**config.mk**
```make
export PLATFORM = sky130hd
export DESIGN_NAME = sample_timing_phase_control
export DESIGN_NICKNAME = d
export VERILOG_FILES = /design/src/verilog/sample_timing_pkg.sv /design/src/verilog/sample_timing_phase_control.sv
export SDC_FILE = /design/constraint.sdc
export NUM_CORES = 1
export LEC_CHECK = 0
export BUFFER_PORTS_ARGS = -buffer_cell sky130_fd_sc_hd__buf_2
export CORE_MARGIN = 5
export CORE_UTILIZATION = 52
export DETAILED_ROUTE_END_ITERATION = 8
export PLACE_DENSITY_LB_ADDON = 0.15
export SYNTH_ARGS = -nofsm -noshare
export SYNTH_HDL_FRONTEND = slang
export SYNTH_SLANG_ARGS = --single-unit
```
**constraint.sdc**
```tcl
create_clock -name clk -period 1.56 [get_ports clk]
set_input_delay 0.234 -clock clk [delete_from_list [all_inputs] [get_ports clk]]
set_output_delay 0.234 -clock clk [all_outputs]
set_load 0.02 [all_outputs]
```
**src/verilog/sample_timing_pkg.sv**
```systemverilog
// sample timing controller: register map, reset values, field positions
// assumes an 8-bit register port and a single 25 MHz master clock
package sample_timing_pkg;

  // ------------------------------------------------------------
  // register offsets
  // ------------------------------------------------------------
  localparam logic [7:0] input_timing_config_a_off = 8'h00; // mode bit 0
  localparam logic [7:0] sample_phase_config_off   = 8'h02; // coarse phase, mode bits
  localparam logic [7:0] input_timing_config_b_off = 8'h04; // sync edge, mode bit
  localparam logic [7:0] input_timing_config_c_off = 8'h05; // mode bit
  localparam logic [7:0] sample_trailing_edge_off  = 8'h36; // trailing edge code
  localparam logic [7:0] channel_config_off        = 8'h07; // channel arrangement
  localparam logic [7:0] timing_status_off         = 8'h08; // read-only state

  // ------------------------------------------------------------
  // reset values (delay-line clocked mode after reset)
  // ------------------------------------------------------------
  localparam logic [7:0] input_timing_config_a_rst = 8'h00;
  localparam logic [7:0] sample_phase_config_rst   = 8'h80;
  localparam logic [7:0] input_timing_config_b_rst = 8'h02;
  localparam logic [7:0] input_timing_config_c_rst = 8'h80;
  localparam logic [7:0] sample_trailing_edge_rst  = 8'h00;
  localparam logic [1:0] channel_config_rst        = 2'h0;

  // ------------------------------------------------------------
  // field positions
  // ------------------------------------------------------------
  localparam int mode_a_bit      = 0; // in config a
  localparam int mode_p_lo_bit   = 1; // in phase config
  localparam int coarse_lo_bit   = 2; // coarse phase, two bits
  localparam int mode_p_hi_bit   = 7; // in phase config
  localparam int mode_b_bit      = 1; // in config b
  localparam int sync_edge_bit   = 5; // in config b, 1 = falling edge
  localparam int mode_c_bit      = 7; // in config c
  localparam int trail_width     = 5; // trailing edge code width

  // ------------------------------------------------------------
  // channel arrangements and timing modes
  // ------------------------------------------------------------
  localparam logic [1:0] chan_six_adc_rate   = 2'h0; // two clocks per pixel
  localparam logic [1:0] chan_six_pixel_rate = 2'h1; // one clock per pixel
  localparam logic [1:0] chan_three          = 2'h2; // one clock per pixel

  typedef enum logic [2:0] {
    hold_strobe_clocked_mode,
    strobe_sampled_mode,
    delay_line_clocked_mode,
    phase_clocked_hold_mode,
    signal_gated_hold_mode,
    phase_sampled_correlated_mode,
    strobe_gated_correlated_mode,
    invalid_mode
  } timing_mode_t;

endpackage

```
**src/verilog/sample_timing_phase_control.sv**
```systemverilog
// sample timing controller: mode decode, phase state machine, pulse gating
// assumes all strobe and sync pins are asynchronous to clk
//
// Function
// - line sync captured on selectable clock edge
// - six-channel adc rate: pixel is two clocks
// - other arrangements: pixel is one clock
// - decode hold, strobe, delay-line modes
// - decode remaining four timing modes
// - hold-strobe mode aligns phase to hold strobe
// - other modes align phase to line sync
// - delay-line pulses only in delay-line mode
// - coarse phase from sample phase bits 3:2
// - trailing edge code in 32 binary steps
// - line sync event resets phase state machine, except in hold-strobe mode
// - three-channel offers only two coarse phases
// - gated modes AND strobes with phase
//
// The plain strobed port was chosen for this implementation.
`timescale 1ns/10ps

module sample_timing_phase_control (
  input  wire logic       clk,                   // 25 MHz master clock
  input  wire logic       arst_n,                // async reset, active low
  input  wire logic [7:0] reg_addr,              // register address
  input  wire logic [7:0] reg_wdata,             // register write data
  input  wire logic       reg_wr,                // write strobe
  input  wire logic       reg_rd,                // read strobe
  output logic      [7:0] reg_rdata,             // read data, cycle after strobe
  input  wire logic       line_sync_input,       // line sync pin
  input  wire logic       sample_strobe,         // external sample strobe pin
  input  wire logic       hold_strobe,           // external hold strobe pin
  input  wire logic       reference_strobe,      // reference strobe pin
  input  wire logic       signal_strobe,         // signal strobe pin
  output logic            selected_sample_phase, // selected phase level
  output logic            clamp_pulse,           // internal clamp pulse
  output logic            sample_pulse,          // internal sample pulse
  output logic      [4:0] trailing_edge_code,    // applied delay-line code
  output logic            delay_line_active      // delay-line pulses in use
);

  // ------------------------------------------------------------
  // state record
  // ------------------------------------------------------------
  typedef struct packed {
    logic [7:0] cfg_a;      // input timing config a
    logic [7:0] phase_cfg;  // sample phase config
    logic [7:0] cfg_b;      // input timing config b
    logic [7:0] cfg_c;      // input timing config c
    logic [7:0] trail;      // trailing edge register
    logic [1:0] chan;       // channel arrangement
    logic       ls_s1;      // line sync, first stage
    logic       ls_s2;      // line sync, second stage
    logic       ls_d;       // line sync, late capture
    logic       ls_prev;    // selected line sync, previous
    logic       hs_s1;      // hold strobe, first stage
    logic       hs_s2;      // hold strobe, second stage
    logic       hs_prev;    // hold strobe, previous
    logic       ss_s1;      // sample strobe, first stage
    logic       ss_s2;      // sample strobe, second stage
    logic       ss_prev;    // sample strobe, previous
    logic       rs_s1;      // reference strobe, first stage
    logic       rs_s2;      // reference strobe, second stage
    logic       ds_s1;      // signal strobe, first stage
    logic       ds_s2;      // signal strobe, second stage
    logic       sh_win;     // sample control window
    logic [1:0] slot;       // half-pixel slot counter
    logic [1:0] coarse_act; // coarse phase in use
    logic [4:0] trail_act;  // trailing code in use
    logic       phase_o;    // phase output
    logic       clamp_o;    // clamp output
    logic       sample_o;   // sample output
    logic [4:0] code_o;     // code output
    logic       dl_o;       // delay-line output
    logic [7:0] rdata;      // read data
  } state_t;

  localparam state_t state_rst = '{
    cfg_a:     sample_timing_pkg::input_timing_config_a_rst,
    phase_cfg: sample_timing_pkg::sample_phase_config_rst,
    cfg_b:     sample_timing_pkg::input_timing_config_b_rst,
    cfg_c:     sample_timing_pkg::input_timing_config_c_rst,
    trail:     sample_timing_pkg::sample_trailing_edge_rst,
    chan:      sample_timing_pkg::channel_config_rst,
    default:   '0
  };

  state_t s_reg;  // registered state
  state_t s_next; // next state

  // ------------------------------------------------------------
  // decode of current configuration
  // ------------------------------------------------------------
  sample_timing_pkg::timing_mode_t mode;  // decoded timing mode
  logic [4:0] mode_bits;                  // the five mode bits
  logic       ls_sel;                     // line sync on chosen edge
  logic       ls_evt;                     // line sync rising event
  logic       hs_evt;                     // hold strobe rising event
  logic       ss_evt;                     // sample strobe rising event
  logic       realign;                    // phase machine reset
  logic       boundary;                   // pixel boundary this cycle
  logic       adc_rate;                   // two clocks per pixel
  logic [1:0] coarse_eff;                 // coarse phase allowed here
  logic [1:0] slot_rel;                   // slot relative to phase
  logic       phase_now;                  // phase level this cycle

  always_comb begin
    mode_bits = {s_reg.cfg_c[sample_timing_pkg::mode_c_bit],
                 s_reg.cfg_b[sample_timing_pkg::mode_b_bit],
                 s_reg.phase_cfg[sample_timing_pkg::mode_p_hi_bit],
                 s_reg.phase_cfg[sample_timing_pkg::mode_p_lo_bit],
                 s_reg.cfg_a[sample_timing_pkg::mode_a_bit]};
    unique case (mode_bits)
      5'h04:   mode = sample_timing_pkg::hold_strobe_clocked_mode;
      5'h0c:   mode = sample_timing_pkg::strobe_sampled_mode;
      5'h1c:   mode = sample_timing_pkg::delay_line_clocked_mode;
      5'h0a:   mode = sample_timing_pkg::phase_clocked_hold_mode;
      5'h0e:   mode = sample_timing_pkg::signal_gated_hold_mode;
      5'h0b:   mode = sample_timing_pkg::phase_sampled_correlated_mode;
      5'h0f:   mode = sample_timing_pkg::strobe_gated_correlated_mode;
      default: mode = sample_timing_pkg::invalid_mode;
    endcase
  end

  assign ls_sel = s_reg.cfg_b[sample_timing_pkg::sync_edge_bit] ? s_reg.ls_d : s_reg.ls_s2;
  assign ls_evt = ls_sel && !s_reg.ls_prev;
  assign hs_evt = s_reg.hs_s2 && !s_reg.hs_prev;
  assign ss_evt = s_reg.ss_s2 && !s_reg.ss_prev;

  assign realign = (mode == sample_timing_pkg::hold_strobe_clocked_mode) ? hs_evt : ls_evt;

  assign adc_rate = (s_reg.chan == sample_timing_pkg::chan_six_adc_rate);
  assign boundary = !adc_rate || !s_reg.slot[0];

  assign coarse_eff = (s_reg.chan == sample_timing_pkg::chan_three) ?
                      {s_reg.coarse_act[1], 1'b0} : s_reg.coarse_act;
  assign slot_rel   = s_reg.slot - coarse_eff;
  assign phase_now  = !slot_rel[1];

  // ------------------------------------------------------------
  // next state
  // ------------------------------------------------------------
  always_comb begin
    s_next = s_reg;
    // register writes
    if (reg_wr) begin
      unique case (reg_addr)
        sample_timing_pkg::input_timing_config_a_off: s_next.cfg_a = reg_wdata;
        sample_timing_pkg::sample_phase_config_off:   s_next.phase_cfg = reg_wdata;
        sample_timing_pkg::input_timing_config_b_off: s_next.cfg_b = reg_wdata;
        sample_timing_pkg::input_timing_config_c_off: s_next.cfg_c = reg_wdata;
        sample_timing_pkg::sample_trailing_edge_off:  s_next.trail = reg_wdata;
        sample_timing_pkg::channel_config_off:        s_next.chan = reg_wdata[1:0];
        default: ;
      endcase
    end
    // register reads, unmapped reads zero
    s_next.rdata = 8'h00;
    if (reg_rd) begin
      unique case (reg_addr)
        sample_timing_pkg::input_timing_config_a_off: s_next.rdata = s_reg.cfg_a;
        sample_timing_pkg::sample_phase_config_off:   s_next.rdata = s_reg.phase_cfg;
        sample_timing_pkg::input_timing_config_b_off: s_next.rdata = s_reg.cfg_b;
        sample_timing_pkg::input_timing_config_c_off: s_next.rdata = s_reg.cfg_c;
        sample_timing_pkg::sample_trailing_edge_off:  s_next.rdata = s_reg.trail;
        sample_timing_pkg::channel_config_off:        s_next.rdata = {6'h00, s_reg.chan};
        sample_timing_pkg::timing_status_off:
          s_next.rdata = {mode, coarse_eff, s_reg.phase_o, s_reg.slot};
        default: ;
      endcase
    end
    // two-stage synchronisers
    s_next.ls_s1 = line_sync_input;
    s_next.ls_s2 = s_reg.ls_s1;
    s_next.ls_d  = s_reg.ls_s2;
    s_next.ls_prev = ls_sel;
    s_next.hs_s1 = hold_strobe;
    s_next.hs_s2 = s_reg.hs_s1;
    s_next.hs_prev = s_reg.hs_s2;
    s_next.ss_s1 = sample_strobe;
    s_next.ss_s2 = s_reg.ss_s1;
    s_next.ss_prev = s_reg.ss_s2;
    s_next.rs_s1 = reference_strobe;
    s_next.rs_s2 = s_reg.rs_s1;
    s_next.ds_s1 = signal_strobe;
    s_next.ds_s2 = s_reg.ds_s1;
    if (realign) begin
      s_next.slot = 2'h0;
    end else begin
      s_next.slot = s_reg.slot + 2'h1;
    end
    if (boundary) begin
      s_next.coarse_act = s_reg.phase_cfg[sample_timing_pkg::coarse_lo_bit +: 2];
      s_next.trail_act  = s_reg.trail[sample_timing_pkg::trail_width-1:0];
    end
    // sample control window: opens on sample strobe, closes on hold strobe
    if (ss_evt) begin
      s_next.sh_win = 1'b1;
    end else if (hs_evt) begin
      s_next.sh_win = 1'b0;
    end
    // pulse outputs per mode
    s_next.phase_o  = phase_now;
    s_next.clamp_o  = 1'b0;
    s_next.sample_o = 1'b0;
    s_next.dl_o     = 1'b0;
    s_next.code_o   = 5'h00;
    unique case (mode)
      sample_timing_pkg::hold_strobe_clocked_mode,
      sample_timing_pkg::strobe_sampled_mode: begin
        // strobe window gated by the low phase
        s_next.sample_o = s_reg.sh_win && !phase_now;
      end
      sample_timing_pkg::delay_line_clocked_mode: begin
        s_next.sample_o = !phase_now;
        s_next.dl_o     = 1'b1;
        s_next.code_o   = s_reg.trail_act;
      end
      sample_timing_pkg::phase_clocked_hold_mode: begin
        // sample from the low phase
        s_next.sample_o = !phase_now;
      end
      sample_timing_pkg::signal_gated_hold_mode: begin
        s_next.sample_o = s_reg.ds_s2 && !phase_now;
      end
      sample_timing_pkg::phase_sampled_correlated_mode: begin
        // clamp high phase, sample low phase
        s_next.clamp_o  = phase_now;
        s_next.sample_o = !phase_now;
      end
      sample_timing_pkg::strobe_gated_correlated_mode: begin
        s_next.clamp_o  = s_reg.rs_s2 && phase_now;
        s_next.sample_o = s_reg.ds_s2 && !phase_now;
      end
      default: ; // invalid setting: pulses stay low
    endcase
  end

  // ------------------------------------------------------------
  // state register
  // ------------------------------------------------------------
  always_ff @(posedge clk or negedge arst_n) begin
    if (!arst_n) begin
      s_reg <= state_rst;
    end else begin
      s_reg <= s_next;
    end
  end

  // outputs straight from flip-flops
  assign reg_rdata             = s_reg.rdata;
  assign selected_sample_phase = s_reg.phase_o;
  assign clamp_pulse           = s_reg.clamp_o;
  assign sample_pulse          = s_reg.sample_o;
  assign trailing_edge_code    = s_reg.code_o;
  assign delay_line_active     = s_reg.dl_o;

  // ------------------------------------------------------------
  // checks
  // ------------------------------------------------------------
  chk_sync_rise_edge: assert property (@(posedge clk) disable iff (!arst_n)
    (!s_reg.cfg_b[5] && !$past(s_reg.cfg_b[5]) && s_reg.ls_s2 && !s_reg.ls_prev
     && mode != sample_timing_pkg::hold_strobe_clocked_mode) |=> s_reg.slot == 2'h0)
    else $error("line sync rise did not realign phase");

  chk_sync_fall_edge: assert property (@(posedge clk) disable iff (!arst_n)
    (s_reg.cfg_b[5] && $rose(s_reg.ls_s2) && $stable(s_reg.cfg_b)
     && mode != sample_timing_pkg::hold_strobe_clocked_mode && !ls_evt
     && !reg_wr) |=> ##1 s_reg.slot == 2'h0)
    else $error("late line sync capture did not realign phase");

  chk_hold_realign: assert property (@(posedge clk) disable iff (!arst_n)
    (mode == sample_timing_pkg::hold_strobe_clocked_mode && hs_evt) |=> s_reg.slot == 2'h0)
    else $error("hold strobe did not realign phase");

  chk_mode_default: assert property (@(posedge clk) disable iff (!arst_n)
    (mode_bits == 5'h1c) |=> (s_reg.dl_o && !s_reg.clamp_o))
    else $error("delay-line mode not applied");

  chk_corr_clamp: assert property (@(posedge clk) disable iff (!arst_n)
    (mode == sample_timing_pkg::phase_sampled_correlated_mode) |=>
      s_reg.clamp_o == !s_reg.sample_o)
    else $error("correlated clamp and sample overlap");

  chk_trail_gate: assert property (@(posedge clk) disable iff (!arst_n)
    (s_reg.code_o != 5'h00) |-> s_reg.dl_o)
    else $error("trailing code outside delay-line mode");

  chk_gated_clamp: assert property (@(posedge clk) disable iff (!arst_n)
    (mode == sample_timing_pkg::strobe_gated_correlated_mode) |=>
      s_reg.clamp_o == $past(s_reg.rs_s2 && phase_now))
    else $error("clamp not gated by reference strobe");

  chk_coarse_hold: assert property (@(posedge clk) disable iff (!arst_n)
    !boundary |=> $stable(s_reg.coarse_act) && $stable(s_reg.trail_act))
    else $error("setting changed inside a pixel");

  chk_pixel_span: assert property (@(posedge clk) disable iff (!arst_n)
    (adc_rate && boundary && !realign && !reg_wr) |=> !boundary)
    else $error("adc-rate pixel shorter than two clocks");

  // every clock is a boundary outside the adc-rate arrangement
  chk_pixel_rate: assert property (@(posedge clk) disable iff (!arst_n)
    !adc_rate |=>
      s_reg.coarse_act == $past(s_reg.phase_cfg[sample_timing_pkg::coarse_lo_bit +: 2]))
    else $error("pixel-rate setting not taken next clock");

  chk_three_phase: assert property (@(posedge clk) disable iff (!arst_n)
    (s_reg.chan == sample_timing_pkg::chan_three && reg_rd
     && reg_addr == sample_timing_pkg::timing_status_off) |=> !s_reg.rdata[3])
    else $error("three-channel odd coarse phase");

  chk_trail_apply: assert property (@(posedge clk) disable iff (!arst_n)
    boundary |=> s_reg.trail_act == $past(s_reg.trail[4:0]))
    else $error("trailing code not taken at boundary");

  cov_delay_code: cover property (@(posedge clk) disable iff (!arst_n)
    s_reg.dl_o && s_reg.code_o == 5'h1f);
  cov_hold_align: cover property (@(posedge clk) disable iff (!arst_n)
    mode == sample_timing_pkg::hold_strobe_clocked_mode && hs_evt);
  cov_gated_clamp: cover property (@(posedge clk) disable iff (!arst_n)
    s_reg.clamp_o && mode == sample_timing_pkg::strobe_gated_correlated_mode);
  cov_sync_late: cover property (@(posedge clk) disable iff (!arst_n)
    s_reg.cfg_b[sample_timing_pkg::sync_edge_bit] && ls_evt);
  cov_pixel_rate: cover property (@(posedge clk) disable iff (!arst_n)
    s_reg.chan == sample_timing_pkg::chan_six_pixel_rate && s_reg.dl_o);

endmodule

```
==> results of run 1 <==
==> worst reg2reg max path, delay by kind of cell (launching register included) <==
kind            cells  cell delay [ns]
buf+inv             1             0.14
compound gates      3             0.35
flops               1             0.61
simple gates        1             0.19
==> final timing paths <==
kind	cells past startpoint	startpoint	endpoint	slack, ns
hold / removal	2	reg_wdata[7]	s_reg[82]	0.19
hold reg to reg	0	s_next[27]	s_reg[27]	0.35
max in group asynchronous	3	arst_n	mode_bits[4]	0.63
setup reg to reg	5	mode_bits[3]	reg_rdata[5]	0.11
setup / recovery	6	reg_addr[4]	s_reg[73]	0.03
min in group asynchronous	2	arst_n	trailing_edge_code[3]	0.35
==> routing by layer <==
metal / share of wire [%] / track usage [%] / wire, um / vias up
met3: 4.6 / 4.09 / 388 / 16
met1: 44 / 28.8 / 3720 / 1303
met5: 0 / 0 / 0 / -
met4: 1.8 / 9.39 / 153 / 0
li1: - / - / - / 1204
met2: 49 / 33.1 / 4160 / 84
==> cells by family after synthesis <==
kind of cell | after synthesis | share of synthesized area (%)
flip-flops | 83 | 57.1
XOR/XNOR | 3 | 0.721
AO/OA/AOI/OAI | 44 | 8.17
AND/OR/NAND/NOR | 72 | 12.4
multiplexers | 57 | 17.5
buffers and inverters | 27 | 4.15
==> repair_timing <==
action	4_1_cts	5_1_grt
setup endpoints to repair	0	16
resized for setup	0	3
endpoints found under the hold margin	30	0
hold buffers	6	0
==> Yosys cell counts, drive strengths merged (3+ instances only) <==
master and number:
a31oi 8, buf 15, a22oi 7, mux2i 4, dfrtp 80, nand3 11, clkbuf 6, nand2b 4
a32oi 4, a21oi 6, nand2 12, mux2 53, nor3 6, inv 6, nor2 12, o21ai 10
dfstp 3, nand4 3, nor4 4, nor2b 3, and3 9
==> where the power goes <==
group	switching, mW	internal, mW
logic	0.243	0.216
registers	0.0834	2.27
clock network	0.738	1.05
==> layout make-up <==
| cell class | instances | area, um2 |
|---|---|---|
| Inverter | 6 | 22.5 |
| Fill cell | 511 | 2270 |
| Clock inverter | 5 | 104 |
| Clock buffer | 9 | 124 |
| Tap cell | 96 | 120 |
| Timing Repair Buffer | 92 | 631 |
| Multi-Input combinational cell | 176 | 1440 |
| Sequential cell | 83 | 2080 |
==> impl_metrics.json, run 1 <==
{
  "period_needed_ns": 1.53,
  "tns_ns": 0,
  "cts_buffers": 9,
  "wirelength_mm": 8.43,
  "drc_errors": 0,
  "hold_ws_ns": 0.195,
  "cp-end-kind": "flip-flop",
  "hold_viol_final": 0,
  "hold_path.class": "input port to flip-flop",
  "coreArea_um2": 6790,
  "grt_pass1_vias": 2736,
  "insertion_delay_ns": 0.35,
  "path_delay_family": "simple AND/OR/NAND/NOR gates",
  "syn-cell-area_um2": 3640,
  "antenna_found_initial": 0,
  "post_cts_buffers": 0,
  "start_kind": "input port",
  "grt_max_degree": 30,
  "dp_cells": 447,
  "avgViaCountPerCell": 5.58,
  "syn_avg_cell_area_um2": 12.7,
  "synth_top_cell_area_share_pct": 54.9,
  "power_leakage_nw": 2.21,
  "synth.distinct_cells": 47,
  "dieArea_um2": 8780,
  "postRouteAntennaNets": 0,
  "dp_hpwl_mm": 6.12,
  "crit_chain": "buf_2, or4_4, nor3_4, buf_4, nand4_4, mux2_2",
  "clkTransAtPathRegs_ns": 0.07,
  "worst-path-max-fanout": 8,
  "final_util_pct": 66.5,
  "yosys_warnings": 0,
  "final_common_cell": "dfrtp_1",
  "cts_root_buf": "clkbuf_8",
  "cts.path.max_buffers": 2,
  "die-width_um": 93.7,
  "crit_buf_inv": 2,
  "cts.sinks": 83,
  "vias": 2607,
  "die_y_um": 93.7,
  "num_antenna_cells": 0,
  "portBuffers": 41,
  "gp_congestion": 0.823,
  "status": "finished clean",
  "ys_seq_area_share_pct": 57.1,
  "worst-setup-path-type": "input port to flip-flop",
  "synth-seq-cells": 83,
  "track_usage_pct": 21.2,
  "instances_no_fill": 467,
  "postSynthCellCount": 286,
  "rsz0062_at_grt": "true",
  "synth_top_cell_by_area": "dfrtp_1",
  "max-slew-margin-rel_pct": 51.5,
  "skew_ns": 0.00885,
  "post-place-ws_ns": -0.343,
  "start_util_pct": 53.6,
  "floorplan.rows": 30,
  "fin_ws_ns": 0.0335,
  "gr-total-overflow": 0,
  "layout.nets": 393,
  "cp.arrival_ns": 1.75,
  "routedWlPerCell_um": 18.0,
  "largest_register_ffs": 53,
  "drt_iter0_drc": 100,
  "powerDensity_nw_per_um2": 1020,
  "final-setup-viol-count": 0,
  "fmax_ghz": 0.655,
  "layout_common_cells": "78 x dfrtp_1, 52 x mux2_2, 44 x buf_4",
  "area_delta_synth_final_pct": 24.0,
  "drv_cap": 0,
  "dpl_cell_area_um2": 4220,
  "drive_above_1_share_pct": 45.6,
  "ios": 42,
  "critPathMaxStageDelay_ns": 0.59,
  "post-route-period-util_pct": 97.9,
  "synthArstFlopShare_pct": 100,
  "cts_tree": "yes",
  "design_area_um2": 4520,
  "worst_pin_slew_ns": 0.723,
  "ys_top_cells_by_area": "dfrtp_1 55%, mux2_2 16%, buf_4 2.7%",
  "firstDrtPassIters": 4,
  "slowest_stage": "or4_4",
  "grt_pass1_wl_mm": 14.1,
  "syn-num-nets": 311,
  "cts_max_level": 3,
  "power_mw": 4.59,
  "drv_slew": 0,
  "cp.required_ns": 1.79,
  "ys.flop_type": "dfrtp_1",
  "synth_edf_count": 0,
  "vdd_ir_drop_max_uv": 636
}
Note: power is estimated with default switching activity, not from simulation.
==> run 2: changes to the inputs <==
--- a/config.mk
+++ b/config.mk
@@ -6,10 +6,10 @@
 export NUM_CORES = 1
 export LEC_CHECK = 0
 export BUFFER_PORTS_ARGS = -buffer_cell sky130_fd_sc_hd__buf_2
-export CORE_MARGIN = 5
 export CORE_UTILIZATION = 52
 export DETAILED_ROUTE_END_ITERATION = 8
 export PLACE_DENSITY_LB_ADDON = 0.15
+export REMOVE_ABC_BUFFERS = 1
 export SYNTH_ARGS = -nofsm -noshare
 export SYNTH_HDL_FRONTEND = slang
 export SYNTH_SLANG_ARGS = --single-unit
==> impl_metrics.json, run 2 (synthesis results as in run 1) <==
{
  "drv_cap": 0,
  "worst_pin_slew_ns": 0.493,
  "status": "complete, but fails checks",
  "largest_register_ffs": 53,
  "power_leakage_nw": 2.22,
  "num_antenna_cells": 0,
  "grt_max_degree": 30,
  "violations": "design-rule violations",
  "routedWlPerCell_um": 17.1,
  "gr-total-overflow": 0,
  "dpl_cell_area_um2": 4250,
  "hold_viol_final": 0,
  "gp_congestion": 0.870,
  "worst-setup-path-type": "input port to flip-flop",
  "clkTransAtPathRegs_ns": 0.09,
  "die_y_um": 85.7,
  "worst-path-max-fanout": 8,
  "post-route-period-util_pct": 95.4,
  "wl_met2_mm": 3.82,
  "drt-met1-wl_mm": 3.74,
  "cts_tree": "yes",
  "grt_pass1_vias": 2691,
  "wirelength_mm": 8.09,
  "routed.top_layer": "met4",
  "cp-end-kind": "flip-flop",
  "final-setup-viol-count": 0,
  "antenna_found_initial": 0,
  "dp_hpwl_mm": 5.85,
  "instances_no_fill": 473,
  "hold_ws_ns": 0.179,
  "layout_common_cells": "80 x dfrtp_1, 53 x mux2_2, 47 x buf_4",
  "slowest_stage": "or4_4",
  "cts.path.max_buffers": 2,
  "track_usage_pct": 24.3,
  "avgViaCountPerCell": 5.42,
  "vias": 2564,
  "cts.sinks": 83,
  "insertion_delay_ns": 0.36,
  "rsz0062_at_grt": "false",
  "drv_slew": 0,
  "fmax_ghz": 0.672,
  "critPathMaxStageDelay_ns": 0.57,
  "powerDensity_nw_per_um2": 937,
  "floorplan.rows": 30,
  "final_common_cell": "dfrtp_1",
  "coreArea_um2": 6790,
  "drive_above_1_share_pct": 46.7,
  "dieArea_um2": 7350,
  "start_kind": "input port",
  "start_util_pct": 53.6,
  "period_needed_ns": 1.49,
  "postRouteAntennaNets": 0,
  "cts_root_buf": "clkbuf_8",
  "dp_cells": 451,
  "cts_max_level": 3,
  "area_delta_synth_final_pct": 24.2,
  "max-slew-margin-rel_pct": 67.1,
  "dr_wl_met3_um": 377,
  "vdd_ir_drop_max_uv": 513,
  "grt_pass1_wl_mm": 13.4,
  "tns_ns": 0,
  "final_util_pct": 66.6,
  "cts_buffers": 9,
  "cp.arrival_ns": 1.72,
  "firstDrtPassIters": 6,
  "drt_iter0_drc": 163,
  "design_area_um2": 4520,
  "ios": 42,
  "cp.required_ns": 1.79,
  "drc_errors": 1,
  "skew_ns": 0.0119,
  "num-fill-cells": 531,
  "die-width_um": 85.7,
  "crit_chain": "buf_2, or4_4, nor3_4, buf_12, nand4_4, mux2_2",
  "portBuffers": 41,
  "hold_path.class": "input port to flip-flop",
  "layout.nets": 397
}
-- run 2: changes by cell type in the layout (fill, tap and decap cells not counted), moves of 2 or more --
cell	previous run	this run
buf_4	44	47
bufinv_16	3	0
clkinv_4	1	3
clkinvlp_4	0	2
dfrtp_1	78	80
dfrtp_2	2	0
-- run 2: per-stage QoR --
| stage | power (mW) | worst slack (ns) |
|---|---|---|
| 6_report | 4.24 | 0.0712 |
| 5_1_grt | 4.40 | 0.00617 |
| 2_1_floorplan | 2.56 | -0.280 |
| 3_5_place_dp | 2.84 | -0.422 |
| 3_3_place_gp | 2.82 | -0.377 |
| 4_1_cts | 4.28 | 0.0505 |
-- run 2: repair_timing --
action / CTS / global route
endpoints found under the setup margin: 15 / 14
buffers inserted: 0 / 0
endpoints found under the hold margin: 31 / 0
hold buffers: 6 / 0
pin swaps: 0 / 1
resized for setup: 2 / 3
gates cloned: 0 / 0
-- run 2: layout make-up --
cell class              instances  area, um2  share of cell area, %
clock buffers                  10        138                   3.04
repair buffers                 96        673                   14.9
well taps                      96        120                   2.65
flip-flops and latches         83       2080                   46.0
clock inverters                 6       50.0                   1.11
multi-input cells             176       1440                   31.8
inverters                       6       22.5                  0.498
-- run 2: final timing paths --
path / slack (ns) / endpoint / start / depth (start not counted)
min in group asynchronous: 0.34 / delay_line_active / arst_n / 2
max in group asynchronous: 0.67 / mode_bits[2] / arst_n / 3
worst min register to register: 0.36 / s_next[31] / s_next[32] / 0
worst max-delay path: 0.07 / s_reg[72] / reg_addr[4] / 6
worst min-delay path: 0.18 / mode_bits[4] / reg_wdata[7] / 2
worst max register to register: 0.11 / reg_rdata[5] / mode_bits[3] / 5
-- run 2: worst max-delay path: cells and delay by family --
kind	cells	cell delay (ns)
buffers and inverters	2	0.26
multiplexers	1	0.33
AND/OR/NAND/NOR	3	0.90
-- run 2: routing by layer --
| metal | track usage (%) | vias to the layer above |
|---|---|---|
| met5 | 0 | - |
| met2 | 38.3 | 67 |
| li1 | - | 1210 |
| met4 | 12.1 | 0 |
| met3 | 3.37 | 12 |
| met1 | 33.4 | 1275 |
-- run 2: power by group --
part | switching (mW) | internal [mW] | total, mW
combinational | 0.236 | 0.220 | 0.456
clock | 0.801 | 0.635 | 1.44
sequential | 0.0848 | 2.27 | 2.35
total | 1.12 | 3.12 | 4.24
==> run 3: changes to the inputs <==
--- a/config.mk
+++ b/config.mk
@@ -6,7 +6,9 @@
 export NUM_CORES = 1
 export LEC_CHECK = 0
 export BUFFER_PORTS_ARGS = -buffer_cell sky130_fd_sc_hd__buf_2
-export CORE_UTILIZATION = 52
+export CELL_PAD_IN_SITES_DETAIL_PLACEMENT = 2
+export CELL_PAD_IN_SITES_GLOBAL_PLACEMENT = 2
+export CORE_UTILIZATION = 36
 export DETAILED_ROUTE_END_ITERATION = 8
 export PLACE_DENSITY_LB_ADDON = 0.15
 export REMOVE_ABC_BUFFERS = 1
==> impl_metrics.json, run 3 (synthesis results as in run 1) <==
{
  "status": "finished clean",
  "max-slew-margin-rel_pct": 72.5,
  "powerDensity_nw_per_um2": 960,
  "firstDrtPassIters": 4,
  "postRouteAntennaNets": 0,
  "cts.sinks": 83,
  "start_util_pct": 37.3,
  "gr-total-overflow": 0,
  "avgViaCountPerCell": 5.19,
  "path_delay_family": "simple AND/OR/NAND/NOR gates",
  "grt_pass1_vias": 2922,
  "grt_max_degree": 35,
  "final_common_cell": "dfrtp_1",
  "cts_max_level": 3,
  "critPathMaxStageDelay_ns": 0.58,
  "clkTransAtPathRegs_ns": 0.08,
  "power_leakage_nw": 2.32,
  "hold_ws_ns": 0.170,
  "cp.arrival_ns": 1.80,
  "track_usage_pct": 22.2,
  "start_kind": "input port",
  "floorplan.rows": 36,
  "drive_above_1_share_pct": 49.4,
  "worst_pin_slew_ns": 0.407,
  "worst-path-max-fanout": 8,
  "dieArea_um2": 10500,
  "hold_path.class": "input port to flip-flop",
  "antenna_found_initial": 0,
  "portBuffers": 41,
  "post-route-period-util_pct": 99.5,
  "cp-end-kind": "flip-flop",
  "cts.path.max_buffers": 2,
  "layout.nets": 410,
  "wirelength_mm": 10.9,
  "crit_chain": "buf_2, or4_4, nor3_4, buf_4, nand4_4, mux2_2",
  "die-width_um": 103,
  "final-setup-viol-count": 0,
  "layout_common_cells": "78 x dfrtp_1, 57 x buf_4, 53 x mux2_2",
  "drc_errors": 0,
  "post-place-ws_ns": -0.462,
  "area_delta_synth_final_pct": 30.4,
  "design_area_um2": 4750,
  "cts_buffers": 9,
  "vdd_ir_drop_max_uv": 398,
  "final_util_pct": 48.6,
  "dp_hpwl_mm": 7.83,
  "crit_buf_inv": 2,
  "r2r_setup_slack_ns": 0.05,
  "ios": 42,
  "coreArea_um2": 9770,
  "power_mw": 4.56,
  "drv_cap": 0,
  "skew_ns": 0.00825,
  "hold_viol_final": 0,
  "num_antenna_cells": 0,
  "period_needed_ns": 1.55,
  "vias": 2709,
  "worst-setup-path-type": "input port to flip-flop",
  "dpl_cell_area_um2": 4380,
  "fin_ws_ns": 0.00853,
  "slowest_stage": "or4_4",
  "insertion_delay_ns": 0.36,
  "cts_tree": "yes",
  "drt_iter0_drc": 81,
  "routedWlPerCell_um": 20.9,
  "drv_slew": 0,
  "die_y_um": 103,
  "gp_congestion": 0.814,
  "grt_pass1_wl_mm": 16.7,
  "cp.required_ns": 1.81,
  "cts_root_buf": "clkbuf_8",
  "largest_register_ffs": 53,
  "fmax_ghz": 0.645,
  "rsz0062_at_grt": "true"
}
run 3: path summary, 6_finish.rpt:
path                            cells past startpoint                    end         start
worst max-delay path                                6              s_reg[71]   reg_addr[4]
worst min-delay path                                2              s_reg[66]  reg_wdata[7]
worst max register to register                      3  trailing_edge_code[3]  mode_bits[3]
worst min register to register                      0             s_next[31]    s_next[32]
max in group asynchronous                           3           mode_bits[3]        arst_n
min in group asynchronous                           2  trailing_edge_code[1]        arst_n
run 3: timing repair:
action	CTS	global route
gates resized for setup	2	13
buffers inserted	0	3
pin swaps	1	4
endpoints found under the hold margin	31	0
endpoints found under the setup margin	18	20
hold buffers	6	0
run 3: per-stage QoR:
stage / TNS, ns / instances
final: 0 / 522
after global routing: -0.185 / 522
after CTS: 0 / 519
after detailed placement: -18.62 / 498
after global placement: -17.05 / 498
after floorplan: -8.78 / 265
run 3: routing by layer:
metal	GRT usage [%]	wire length [um]	vias to the layer above
met2	38.3	5660	40
met4	7.47	190	0
met1	28.0	4800	1419
met5	0	0	-
li1	-	-	1231
met3	4.27	262	19
run 3: report_power, final:
| part | total, mW | switching [mW] | internal (mW) |
|---|---|---|---|
| combinational | 0.521 | 0.278 | 0.242 |
| clock | 1.69 | 0.791 | 0.898 |
| sequential | 2.35 | 0.0876 | 2.27 |
| total | 4.56 | 1.16 | 3.41 |
run 3: layout make-up:
class | instances | area, um2
flip-flops and latches | 83 | 2080
well taps | 133 | 166
multi-input cells | 176 | 1470
repair buffers | 109 | 800
inverters | 6 | 22.5
fillers | 1005 | 5020
clock buffers | 11 | 131
clock inverters | 4 | 76.3
